==> src/verilog/iowm_regs.svh <==
/*
 Register indexes, field positions and reset values of the I/O window mapper.
 Assumes inclusion by bare name from every file that needs the map.
*/
`ifndef IOWM_REGS_SVH
`define IOWM_REGS_SVH
// Printed indexes; byte address is four times the index
`define IOWM_IDX_CTRL 8'h07
`define IOWM_IDX_W0_START_LO 8'h08
`define IOWM_IDX_W0_START_HI 8'h09
`define IOWM_IDX_W0_END_LO 8'h0a
`define IOWM_IDX_W0_END_HI 8'h0b
`define IOWM_IDX_W1_START_LO 8'h0c
`define IOWM_IDX_W1_START_HI 8'h0d
`define IOWM_IDX_W1_END_LO 8'h0e
`define IOWM_IDX_W1_END_HI 8'h0f
`define IOWM_IDX_W0_OFS_LO 8'h36
`define IOWM_IDX_W0_OFS_HI 8'h37
`define IOWM_IDX_W1_OFS_LO 8'h38
`define IOWM_IDX_W1_OFS_HI 8'h39
`define IOWM_IDX_ENABLE 8'h40
`define IOWM_IDX_STATUS 8'h41
// Control register fields, window 1 sits four bits above window 0
`define IOWM_CTRL_SIZE0 0
`define IOWM_CTRL_AUTO0 1
`define IOWM_CTRL_TSEL0 3
`define IOWM_CTRL_WIN_STRIDE 4
// Enable register fields
`define IOWM_EN_W0 0
`define IOWM_EN_W1 1
// Status register fields
`define IOWM_ST_HIT0 0
`define IOWM_ST_HIT1 1
`define IOWM_ST_W16 2
`define IOWM_ST_TSEL 3
`define IOWM_RESET_BYTE 8'h00
`define IOWM_WORD_SHIFT 2
`endif

==> src/verilog/iowm_pkg.sv <==
/*
 Types shared by the I/O window mapper files.
 Assumes nothing beyond a SystemVerilog compiler.
*/
package iowm_pkg;
   typedef logic [7:0] iowm_byte_t;
   typedef logic [15:0] iowm_addr_t;
   typedef struct packed {
      iowm_byte_t start_lo;
      iowm_byte_t start_hi;
      iowm_byte_t end_lo;
      iowm_byte_t end_hi;
      iowm_byte_t ofs_lo;
      iowm_byte_t ofs_hi;
   } iowm_win_regs_t;
endpackage : iowm_pkg

==> src/verilog/iowm_mapper.sv <==
/*
 I/O window address mapper: APB register file for two I/O windows and
 the decode that claims host I/O cycles and forms card addresses.
 Assumes an APB master on pclk and a card cycle generator that samples
 the registered hit, address, width and timing-select outputs.
*/
// Summary of operation
// - Window 1 timing set from select bit 7
// - Claim only when start <= address <= end
// - Start address from low and high bytes
// - End address from low and high bytes
// - Card address is host address plus offset
// - Offset bit 0 always treated as zero
// - Two identical windows at distinct indexes
// - Window 0 timing set from select bit 3
// - Auto-size uses card width indication, else size
`timescale 1ns/100ps
`include "iowm_regs.svh"
module iowm_mapper #(
   parameter int NUM_WIN = 2
) (
   input wire logic pclk,
   input wire logic presetn,
   input wire logic psel,
   input wire logic penable,
   input wire logic pwrite,
   input wire logic [31:0] paddr,
   input wire logic [31:0] pwdata,
   output logic [31:0] prdata,
   output logic pready,
   output logic pslverr,
   input wire logic io_valid,
   input wire iowm_pkg::iowm_addr_t io_addr,
   input wire logic card_io_width16_indication,
   output logic win_hit,
   output logic [1:0] win_sel,
   output iowm_pkg::iowm_addr_t card_addr,
   output logic width16,
   output logic timing_set1
);
   import iowm_pkg::*;

   typedef struct packed {
      iowm_win_regs_t [NUM_WIN-1:0] win;
      iowm_byte_t ctrl;
      iowm_byte_t enable;
      logic [31:0] rdata;
      logic hit;
      logic [1:0] sel;
      iowm_addr_t caddr;
      logic w16;
      logic tsel;
   } iowm_state_t;

   iowm_state_t state;
   iowm_state_t next_state;
   logic [NUM_WIN-1:0] hits;
   iowm_addr_t caddrs [NUM_WIN];
   logic setup;
   logic access;
   logic [7:0] index;
   logic mapped;
   iowm_byte_t rbyte;

   // Ctrl bit index for a window field
   function automatic int ctrl_bit(input int win, input int field);
      return win * `IOWM_CTRL_WIN_STRIDE + field;
   endfunction : ctrl_bit

   genvar g;
   generate
      for (g = 0; g < NUM_WIN; g++) begin : gen_win
         iowm_window u_win (
            .regs(state.win[g]),
            .enable(state.enable[`IOWM_EN_W0 + g]),
            .host_addr(io_addr),
            .hit(hits[g]),
            .card_addr(caddrs[g])
         );
      end
   endgenerate

   assign setup = psel && !penable;
   assign access = psel && penable;
   assign index = paddr[`IOWM_WORD_SHIFT +: 8];

   // Read mux and map check; index 8 bits wide covers every register
   always_comb begin
      rbyte = `IOWM_RESET_BYTE;
      mapped = 1'b1;
      unique case (index)
         `IOWM_IDX_CTRL: rbyte = state.ctrl;
         `IOWM_IDX_W0_START_LO: rbyte = state.win[0].start_lo;
         `IOWM_IDX_W0_START_HI: rbyte = state.win[0].start_hi;
         `IOWM_IDX_W0_END_LO: rbyte = state.win[0].end_lo;
         `IOWM_IDX_W0_END_HI: rbyte = state.win[0].end_hi;
         `IOWM_IDX_W1_START_LO: rbyte = state.win[1].start_lo;
         `IOWM_IDX_W1_START_HI: rbyte = state.win[1].start_hi;
         `IOWM_IDX_W1_END_LO: rbyte = state.win[1].end_lo;
         `IOWM_IDX_W1_END_HI: rbyte = state.win[1].end_hi;
         `IOWM_IDX_W0_OFS_LO: rbyte = state.win[0].ofs_lo;
         `IOWM_IDX_W0_OFS_HI: rbyte = state.win[0].ofs_hi;
         `IOWM_IDX_W1_OFS_LO: rbyte = state.win[1].ofs_lo;
         `IOWM_IDX_W1_OFS_HI: rbyte = state.win[1].ofs_hi;
         `IOWM_IDX_ENABLE: rbyte = state.enable;
         `IOWM_IDX_STATUS: rbyte = {4'h0, state.tsel, state.w16, state.sel};
         default: mapped = 1'b0;
      endcase
   end

   always_comb begin
      next_state = state;
      // Read data captured in setup so it is steady through access
      if (setup) begin
         next_state.rdata = {24'h000000, rbyte};
      end
      if (access && pwrite && mapped) begin
         unique case (index)
            `IOWM_IDX_CTRL: next_state.ctrl = pwdata[7:0];
            `IOWM_IDX_W0_START_LO: next_state.win[0].start_lo = pwdata[7:0];
            `IOWM_IDX_W0_START_HI: next_state.win[0].start_hi = pwdata[7:0];
            `IOWM_IDX_W0_END_LO: next_state.win[0].end_lo = pwdata[7:0];
            `IOWM_IDX_W0_END_HI: next_state.win[0].end_hi = pwdata[7:0];
            `IOWM_IDX_W1_START_LO: next_state.win[1].start_lo = pwdata[7:0];
            `IOWM_IDX_W1_START_HI: next_state.win[1].start_hi = pwdata[7:0];
            `IOWM_IDX_W1_END_LO: next_state.win[1].end_lo = pwdata[7:0];
            `IOWM_IDX_W1_END_HI: next_state.win[1].end_hi = pwdata[7:0];
            // Bit 0 stored as written, but the adder never reads it
            `IOWM_IDX_W0_OFS_LO: next_state.win[0].ofs_lo = pwdata[7:0];
            `IOWM_IDX_W0_OFS_HI: next_state.win[0].ofs_hi = pwdata[7:0];
            `IOWM_IDX_W1_OFS_LO: next_state.win[1].ofs_lo = pwdata[7:0];
            `IOWM_IDX_W1_OFS_HI: next_state.win[1].ofs_hi = pwdata[7:0];
            `IOWM_IDX_ENABLE: next_state.enable = {6'h00, pwdata[1:0]};
            default: next_state.enable = state.enable;
         endcase
      end
      // Window 0 wins if software lets the two windows overlap
      next_state.hit = 1'b0;
      next_state.sel = 2'h0;
      next_state.caddr = state.caddr;
      next_state.w16 = 1'b0;
      next_state.tsel = 1'b0;
      if (io_valid) begin
         for (int w = NUM_WIN - 1; w >= 0; w--) begin
            if (hits[w]) begin
               next_state.hit = 1'b1;
               next_state.sel = 2'(1 << w);
               next_state.caddr = caddrs[w];
               next_state.w16 = state.ctrl[ctrl_bit(w, `IOWM_CTRL_AUTO0)] ?
                  card_io_width16_indication :
                  state.ctrl[ctrl_bit(w, `IOWM_CTRL_SIZE0)];
               next_state.tsel = state.ctrl[ctrl_bit(w, `IOWM_CTRL_TSEL0)];
            end
         end
      end
   end

   always_ff @(posedge pclk or negedge presetn) begin
      if (!presetn) begin
         state <= '0;
      end else begin
         state <= next_state;
      end
   end

   assign pready = 1'b1;
   assign pslverr = access && !mapped;
   assign prdata = state.rdata;
   assign win_hit = state.hit;
   assign win_sel = state.sel;
   assign card_addr = state.caddr;
   assign width16 = state.w16;
   assign timing_set1 = state.tsel;

   // Decode outputs, one cycle behind the host sample
   AST_W1_TIMING: assert property (@(posedge pclk) disable iff (!presetn)
      (io_valid && hits[1] && !hits[0]) |=> (timing_set1 == $past(state.ctrl[7])))
      else $error("window 1 timing select wrong");
   AST_W0_TIMING: assert property (@(posedge pclk) disable iff (!presetn)
      (io_valid && hits[0]) |=> (timing_set1 == $past(state.ctrl[3])))
      else $error("window 0 timing select wrong");
   AST_RANGE: assert property (@(posedge pclk) disable iff (!presetn)
      win_sel[0] |-> ($past(io_addr) >= $past({state.win[0].start_hi, state.win[0].start_lo})
      && $past(io_addr) <= $past({state.win[0].end_hi, state.win[0].end_lo})))
      else $error("hit outside window 0 range");
   AST_RANGE_W1: assert property (@(posedge pclk) disable iff (!presetn)
      win_sel[1] |-> ($past(io_addr) >= $past({state.win[1].start_hi, state.win[1].start_lo})
      && $past(io_addr) <= $past({state.win[1].end_hi, state.win[1].end_lo})))
      else $error("hit outside window 1 range");
   AST_CLAIM_W0: assert property (@(posedge pclk) disable iff (!presetn)
      (io_valid && state.enable[0]
      && io_addr >= {state.win[0].start_hi, state.win[0].start_lo}
      && io_addr <= {state.win[0].end_hi, state.win[0].end_lo}) |=> (win_sel == 2'b01))
      else $error("window 0 cycle not claimed");
   AST_CLAIM_W1: assert property (@(posedge pclk) disable iff (!presetn)
      (io_valid && state.enable[1] && !hits[0]
      && io_addr >= {state.win[1].start_hi, state.win[1].start_lo}
      && io_addr <= {state.win[1].end_hi, state.win[1].end_lo}) |=> (win_sel == 2'b10))
      else $error("window 1 cycle not claimed");
   AST_NO_VALID: assert property (@(posedge pclk) disable iff (!presetn)
      !io_valid |=> !win_hit)
      else $error("hit without host cycle");
   AST_QUIET: assert property (@(posedge pclk) disable iff (!presetn)
      !win_hit |-> (win_sel == 2'h0 && !width16 && !timing_set1))
      else $error("window outputs active without a claim");
   AST_DISABLED: assert property (@(posedge pclk) disable iff (!presetn)
      (state.enable[1:0] == 2'h0) |=> !win_hit)
      else $error("hit on disabled windows");
   AST_DISABLED_W0: assert property (@(posedge pclk) disable iff (!presetn)
      (io_valid && !state.enable[0]) |=> !win_sel[0])
      else $error("disabled window 0 claimed");
   AST_DISABLED_W1: assert property (@(posedge pclk) disable iff (!presetn)
      (io_valid && !state.enable[1]) |=> !win_sel[1])
      else $error("disabled window 1 claimed");
   AST_OFFSET: assert property (@(posedge pclk) disable iff (!presetn)
      win_sel[0] |-> card_addr == 16'($past(io_addr) +
      {$past(state.win[0].ofs_hi), $past(state.win[0].ofs_lo[7:1]), 1'b0}))
      else $error("card address sum wrong");
   AST_OFFSET_W1: assert property (@(posedge pclk) disable iff (!presetn)
      win_sel[1] |-> card_addr == 16'($past(io_addr) +
      {$past(state.win[1].ofs_hi), $past(state.win[1].ofs_lo[7:1]), 1'b0}))
      else $error("window 1 card address sum wrong");
   AST_CADDR_HOLD: assert property (@(posedge pclk) disable iff (!presetn)
      !(io_valid && (|hits)) |=> (card_addr == $past(card_addr)))
      else $error("card address moved without a claim");
   AST_LSB_ZERO: assert property (@(posedge pclk) disable iff (!presetn)
      (win_hit && !$past(io_addr[0])) |-> !card_addr[0])
      else $error("offset bit 0 leaked");
   AST_AUTOSIZE: assert property (@(posedge pclk) disable iff (!presetn)
      (io_valid && hits[0] && state.ctrl[1]) |=> width16 == $past(card_io_width16_indication))
      else $error("auto size width wrong");
   AST_SIZE_W0: assert property (@(posedge pclk) disable iff (!presetn)
      (io_valid && hits[0] && !state.ctrl[1]) |=> (width16 == $past(state.ctrl[0])))
      else $error("window 0 fixed width wrong");
   AST_SIZE_W1: assert property (@(posedge pclk) disable iff (!presetn)
      (io_valid && hits[1] && !hits[0] && !state.ctrl[5])
      |=> (width16 == $past(state.ctrl[4])))
      else $error("window 1 fixed width wrong");
   AST_AUTOSIZE_W1: assert property (@(posedge pclk) disable iff (!presetn)
      (io_valid && hits[1] && !hits[0] && state.ctrl[5])
      |=> (width16 == $past(card_io_width16_indication)))
      else $error("window 1 auto width wrong");
   AST_ONEHOT: assert property (@(posedge pclk) disable iff (!presetn)
      win_hit |-> $onehot(win_sel))
      else $error("window select not one hot");

   // Register file: writes land at the access edge
   AST_WR_W0_START_LO: assert property (@(posedge pclk) disable iff (!presetn)
      (access && pwrite && index == `IOWM_IDX_W0_START_LO)
      |=> (state.win[0].start_lo == $past(pwdata[7:0])))
      else $error("window 0 start low write lost");
   AST_WR_W0_START_HI: assert property (@(posedge pclk) disable iff (!presetn)
      (access && pwrite && index == `IOWM_IDX_W0_START_HI)
      |=> (state.win[0].start_hi == $past(pwdata[7:0])))
      else $error("window 0 start high write lost");
   AST_WR_W0_END_LO: assert property (@(posedge pclk) disable iff (!presetn)
      (access && pwrite && index == `IOWM_IDX_W0_END_LO)
      |=> (state.win[0].end_lo == $past(pwdata[7:0])))
      else $error("window 0 end low write lost");
   AST_WR_W0_END_HI: assert property (@(posedge pclk) disable iff (!presetn)
      (access && pwrite && index == `IOWM_IDX_W0_END_HI)
      |=> (state.win[0].end_hi == $past(pwdata[7:0])))
      else $error("window 0 end high write lost");
   AST_WR_W1_START_LO: assert property (@(posedge pclk) disable iff (!presetn)
      (access && pwrite && index == `IOWM_IDX_W1_START_LO)
      |=> (state.win[1].start_lo == $past(pwdata[7:0])))
      else $error("window 1 start low write lost");
   AST_WR_W1_START_HI: assert property (@(posedge pclk) disable iff (!presetn)
      (access && pwrite && index == `IOWM_IDX_W1_START_HI)
      |=> (state.win[1].start_hi == $past(pwdata[7:0])))
      else $error("window 1 start high write lost");
   AST_WR_W1_END_LO: assert property (@(posedge pclk) disable iff (!presetn)
      (access && pwrite && index == `IOWM_IDX_W1_END_LO)
      |=> (state.win[1].end_lo == $past(pwdata[7:0])))
      else $error("window 1 end low write lost");
   AST_WR_W1_END_HI: assert property (@(posedge pclk) disable iff (!presetn)
      (access && pwrite && index == `IOWM_IDX_W1_END_HI)
      |=> (state.win[1].end_hi == $past(pwdata[7:0])))
      else $error("window 1 end high write lost");
   AST_WR_W0_OFS_LO: assert property (@(posedge pclk) disable iff (!presetn)
      (access && pwrite && index == `IOWM_IDX_W0_OFS_LO)
      |=> (state.win[0].ofs_lo == $past(pwdata[7:0])))
      else $error("window 0 offset low write lost");
   AST_WR_W0_OFS_HI: assert property (@(posedge pclk) disable iff (!presetn)
      (access && pwrite && index == `IOWM_IDX_W0_OFS_HI)
      |=> (state.win[0].ofs_hi == $past(pwdata[7:0])))
      else $error("window 0 offset high write lost");
   AST_WR_W1_OFS_LO: assert property (@(posedge pclk) disable iff (!presetn)
      (access && pwrite && index == `IOWM_IDX_W1_OFS_LO)
      |=> (state.win[1].ofs_lo == $past(pwdata[7:0])))
      else $error("window 1 offset low write lost");
   AST_WR_W1_OFS_HI: assert property (@(posedge pclk) disable iff (!presetn)
      (access && pwrite && index == `IOWM_IDX_W1_OFS_HI)
      |=> (state.win[1].ofs_hi == $past(pwdata[7:0])))
      else $error("window 1 offset high write lost");
   AST_WR_CTRL: assert property (@(posedge pclk) disable iff (!presetn)
      (access && pwrite && index == `IOWM_IDX_CTRL)
      |=> (state.ctrl == $past(pwdata[7:0])))
      else $error("control write lost");
   AST_WR_ENABLE: assert property (@(posedge pclk) disable iff (!presetn)
      (access && pwrite && index == `IOWM_IDX_ENABLE)
      |=> (state.enable == {6'h00, $past(pwdata[1:0])}))
      else $error("enable write lost");
   AST_WR_UNMAPPED: assert property (@(posedge pclk) disable iff (!presetn)
      (access && pwrite && !mapped)
      |=> ($stable(state.win) && $stable(state.ctrl) && $stable(state.enable)))
      else $error("unmapped write changed a register");

   // Read data is taken at setup so it stands through access
   AST_RD_W0_START_LO: assert property (@(posedge pclk) disable iff (!presetn)
      (setup && index == `IOWM_IDX_W0_START_LO)
      |=> (prdata == {24'h000000, $past(state.win[0].start_lo)}))
      else $error("window 0 start low read wrong");
   AST_RD_W0_START_HI: assert property (@(posedge pclk) disable iff (!presetn)
      (setup && index == `IOWM_IDX_W0_START_HI)
      |=> (prdata == {24'h000000, $past(state.win[0].start_hi)}))
      else $error("window 0 start high read wrong");
   AST_RD_W0_END_LO: assert property (@(posedge pclk) disable iff (!presetn)
      (setup && index == `IOWM_IDX_W0_END_LO)
      |=> (prdata == {24'h000000, $past(state.win[0].end_lo)}))
      else $error("window 0 end low read wrong");
   AST_RD_W0_END_HI: assert property (@(posedge pclk) disable iff (!presetn)
      (setup && index == `IOWM_IDX_W0_END_HI)
      |=> (prdata == {24'h000000, $past(state.win[0].end_hi)}))
      else $error("window 0 end high read wrong");
   AST_RD_W0_OFS_LO: assert property (@(posedge pclk) disable iff (!presetn)
      (setup && index == `IOWM_IDX_W0_OFS_LO)
      |=> (prdata == {24'h000000, $past(state.win[0].ofs_lo)}))
      else $error("window 0 offset low read wrong");
   AST_RD_W0_OFS_HI: assert property (@(posedge pclk) disable iff (!presetn)
      (setup && index == `IOWM_IDX_W0_OFS_HI)
      |=> (prdata == {24'h000000, $past(state.win[0].ofs_hi)}))
      else $error("window 0 offset high read wrong");
   AST_RD_W1_START_LO: assert property (@(posedge pclk) disable iff (!presetn)
      (setup && index == `IOWM_IDX_W1_START_LO)
      |=> (prdata == {24'h000000, $past(state.win[1].start_lo)}))
      else $error("window 1 start low read wrong");
   AST_RD_W1_END_LO: assert property (@(posedge pclk) disable iff (!presetn)
      (setup && index == `IOWM_IDX_W1_END_LO)
      |=> (prdata == {24'h000000, $past(state.win[1].end_lo)}))
      else $error("window 1 end low read wrong");
   AST_RD_W1_END_HI: assert property (@(posedge pclk) disable iff (!presetn)
      (setup && index == `IOWM_IDX_W1_END_HI)
      |=> (prdata == {24'h000000, $past(state.win[1].end_hi)}))
      else $error("window 1 end high read wrong");
   AST_RD_W1_OFS_HI: assert property (@(posedge pclk) disable iff (!presetn)
      (setup && index == `IOWM_IDX_W1_OFS_HI)
      |=> (prdata == {24'h000000, $past(state.win[1].ofs_hi)}))
      else $error("window 1 offset high read wrong");
endmodule : iowm_mapper

==> src/verilog/iowm_window.sv <==
/*
 One I/O window: range compare and card address formation.
 Assumes register contents arrive already stable from the register file.
*/
`timescale 1ns/100ps
`include "iowm_regs.svh"
module iowm_window (
   input wire iowm_pkg::iowm_win_regs_t regs,
   input wire logic enable,
   input wire iowm_pkg::iowm_addr_t host_addr,
   output logic hit,
   output iowm_pkg::iowm_addr_t card_addr
);
   import iowm_pkg::*;
   iowm_addr_t start_addr;
   iowm_addr_t end_addr;
   iowm_addr_t offset;
   assign start_addr = {regs.start_hi, regs.start_lo};
   assign end_addr = {regs.end_hi, regs.end_lo};
   assign offset = {regs.ofs_hi, regs.ofs_lo[7:1], 1'b0};
   // Inclusive on both ends, so start equal end gives a one-port window
   assign hit = enable && (host_addr >= start_addr) && (host_addr <= end_addr);
   // 16-bit sum truncates the carry by width
   assign card_addr = host_addr + offset;
endmodule : iowm_window
==> config.mk <==
export PLATFORM = sky130hd
export DESIGN_NAME = iowm_mapper
export DESIGN_NICKNAME = d
export VERILOG_FILES = /design/src/verilog/iowm_pkg.sv /design/src/verilog/iowm_mapper.sv /design/src/verilog/iowm_window.sv
export VERILOG_INCLUDE_DIRS = /design/src /design/src/verilog
export SDC_FILE = /design/constraint.sdc
export NUM_CORES = 1
export LEC_CHECK = 0
export ABC_AREA = 1
export BUFFER_PORTS_ARGS = -buffer_cell sky130_fd_sc_hd__buf_4
export CORE_MARGIN = 1
export CORE_UTILIZATION = 30
export DETAILED_ROUTE_END_ITERATION = 12
export RECOVER_POWER = 50
export SYNTH_ARGS = -nofsm -noshare
export SYNTH_HDL_FRONTEND = slang
export SYNTH_HIERARCHICAL = 1
export SYNTH_SLANG_ARGS = --single-unit
==> constraint.sdc <==
create_clock -name pclk -period 3.2 [get_ports pclk]
set_input_delay 0.64 -clock pclk [delete_from_list [all_inputs] [get_ports pclk]]
set_output_delay 0.64 -clock pclk [all_outputs]
set_load 0.01 [all_outputs]
==> summary.md <==
| Metric | Value |
|---|---|
| Synth unique cells | 39 |
| I/O pins | 142 |
| Global route overflow | 0 |
| Drt wl/cell | about 18 um |
| CP endpoint kind | primary output |
| Rows | between 60 and 70 |
| Number of setup buffers added after CTS | 0 |
| Syn Inst Count | between 1000 and 1500 |
| Clk_skew | between 0.015 and 0.02 ns |
| Reg clk slew, reported paths | around 0.07 ns |
| R2r worst-path depth | 13 |
| Share of cells above drive strength 1 | 0.1111 |
| Worst Hold Path EP | win_sel[0] |
| Clock buffer depth | 2 |
| CP Launch Type | input pin |
| Tot GR Track Use | 0.1964 |
| Sw Share | 0.2747 |
| Hold_sp | io_valid |
| CP max FO | 8 |
| Mapped Avg Cell Area | approximately 7.2 um2 |
| CTS root buf | clkbuf_16 |
| Design area | about 12000 um2 |
| Post-route ant nets | 0 |
| Finish-stage setup viols | 0 |
| Vias | between 9000 and 10000 |
| Placer congestion estimate | 0.9719 |
| Yosys reg bits | 135 |
| Register area share after synthesis | 0.3271 |
| Clk pwr share | 0.492 |
| # nets final | 1654 |
| DIE AREA | around 35000 um2 |
| Arrival @ worst endpoint | 2.08 ns |
| Gate power share | 0.107 |
| Diodes inserted | 0 |
| Yosys top cell area share | 0.3271 |
| Setup TNS | 0 ns |
| Vias/cell | around 5 |
| NetSw | between 0.001 and 0.0015 W |
| Count leader, synth | nand2_1 |
| Max VDD drop | about 370 uV |
| Synth-to-layout area growth | 13.07% |
| Iteration-0 DRC Markers | 860 |
| Area leader, netlist | dfrtp_1 |
| Die X | 187.5 um |
| Max_slew headroom | -0.05791 |
| Largest cells by area after synthesis | dfrtp_1 (33%), nand2_1 (18%), ha_1 (11%) |
| Synth async-reset ratio | 1.000 |
| Crit path time final | approximately 2.7 ns |
| Hold-fix buffers, CTS | 0 |
| Tightest Hold Check Type | input pin to flip-flop |
| Top_reg_cell synth | dfrtp_1 |
| H-tree depth | 4 |
| First-pass GRT wire length | approximately 53000 um |
| Seq pwr share | 0.401 |
| Reg2Reg Launch Point | state[100] |
| Post-route DRC | 0 |
| CORE AREA | about 34000 um2 |
| Placed instance count | between 1500 and 2000 |
| Leakage | between 6 and 7 nW |
| Max Freq | ~370 MHz |
| R2R Setup Slk | 0.64 ns |
| Initial Utilization | 0.3065 |
| Reg2reg end | card_addr[12] |
| Endpoints failing hold | 0 |
| Tightest Pin Transition | ~1.6 ns |
| Initial antenna violation count | 0 |
| Post-synth EDFFs | 0 |
| Final Power | ~0.0043 W |
| Worst EP required | between 2 and 3 ns |
| WS Path Type | input pin to primary output |
| Post-Syn Area | around 10000 um2 |
| CTS Sinks | ~140 |
| Violated checks | capacitance limit, slew limit |
| Clk_lat worst skew | around 0.43 ns |
| RSZ-0062 raised after global routing | false |
| Max-slew violation count | 65 |
| Power Internal | around 0.0031 W |
| MaxCap Viol Count | 1 |
| Routed WL | 34270 um |
| Outcome | finished, violations left |
| Largest net degree at the start of global routing | 65 |
| HPWL after DPL | roughly 26000 um |
| Vias in the first global route | 9125 |
| Post_cts resized | 0 |
| I/O Buffers | 68 |
| Final Non-Filler Cells | a little under 2000 |
| Die height | approximately 190 um |
| Hold Path Stages | 3 |
| Post-synth top cells | nand2_1 (492), dfrtp_1 (135), inv_1 (130) |
| Placed cell areas | about 11000 um2 |
| Ys Warns | 6 |
| Tcrit/Tclk final | 0.8505 |
| Power per Cell Area | about 370 nW/um2 |
| Cts bufs inserted | 17 |
| CTS tree | done |
| DRT Pass-1 Iters | 6 |
-- metrics by stage --
step / util / hold slack (ns) / worst slack (ns)
finish: 0.3465 / 0.4407 / 0.4783
global route: 0.3465 / 0.4646 / 0.2697
CTS: 0.3493 / 0.2123 / 0.4893
detailed placement: 0.3312 / 0.4659 / 0.3658
global placement: 0.3312 / 0.4567 / 0.3672
floorplan: - / 0.3444 / 0.5442
-- power groups by stage --
stage	Clock [W]	Sequential, W	Combinational (W)
3_5_place_dp	0	0.00174	0.000460
4_1_cts	0.00214	0.00171	0.000462
3_3_place_gp	0	0.00174	0.000454
5_1_grt	0.00219	0.00171	0.000507
2_1_floorplan	0	0.00174	0.000272
6_report	0.00210	0.00171	0.000459
-- worst max-delay path by stage --
| stage | startpoint | end | slack [ns] | cells after the start |
|---|---|---|---|---|
| 6_report | paddr[9] | pslverr | 0.48 | 10 |
| 5_1_grt | paddr[9] | pslverr | 0.27 | 10 |
| 4_1_cts | paddr[9] | pslverr | 0.49 | 10 |
| 3_5_place_dp | io_addr[7] | card_addr[12] | 0.37 | 13 |
| 3_3_place_gp | io_addr[7] | card_addr[12] | 0.37 | 13 |
| 2_1_floorplan | io_addr[15] | card_addr[2] | 0.54 | 16 |
-- cells by family after synthesis --
group,Yosys count,share of synthesized area
AO/OA/AOI/OAI,110,0.06348
AND/OR/NAND/NOR,833,0.3621
adder cells (fa/ha/maj),94,0.1153
buffers and inverters,241,0.1142
XOR/XNOR,20,0.01696
other,2,0.0007272
flip-flops,135,0.3271
-- flip-flops by register name, indices dropped and copies added, names as in the netlist --
name	count
win_sel	2
prdata	8
timing_set1	1
card_addr	16
win_hit	1
state	106
width16	1
-- per-layer routing --
metal,up-vias,global-route usage,routed length [um]
li1,4745,-,-
met4,0,0.06817,1067
met1,4679,0.2664,15480
met5,-,0,0
met2,330,0.3211,15990
met3,61,0.02414,1734
-- worst max-delay path: stages --
cell	delay (ns)
buf_4	0.11
nor2_2	0.20
nand2_1	0.25
inv_1	0.28
o21ai_0	0.13
nand2_1	0.07
nor2_1	0.07
nand2_4	0.13
nor2_1	0.06
buf_4	0.14
-- final cells by class --
| type | count | area (um2) |
|---|---|---|
| Fill cell | 3650 | 22020 |
| Multi-Input combinational cell | 1082 | 5872 |
| Sequential cell | 135 | 3378 |
| Timing Repair Buffer | 102 | 752.0 |
| Tap cell | 448 | 560.5 |
| Inverter | 135 | 506.7 |
| Clock buffer | 19 | 442.9 |
| Clock inverter | 12 | 165.2 |
-- cell usage in the layout, fill, tap and decap left out, drive strengths merged, types with 3 or more instances in the layout --
master,synthesis,routed
inv,134,139
a22oi,16,16
clkinv,1,3
buf,82,84
dfrtp,135,135
bufinv,0,3
ha,92,92
a21oi,70,70
conb,2,25
o21ai,11,11
o21bai,4,4
nand2,498,498
xor2,17,17
xnor2,3,3
nor3,9,9
nand3,90,90
clkbuf,24,37
nor2,105,105
nand4,126,126
a21o,4,4
Note: power is estimated with default switching activity, not from simulation.
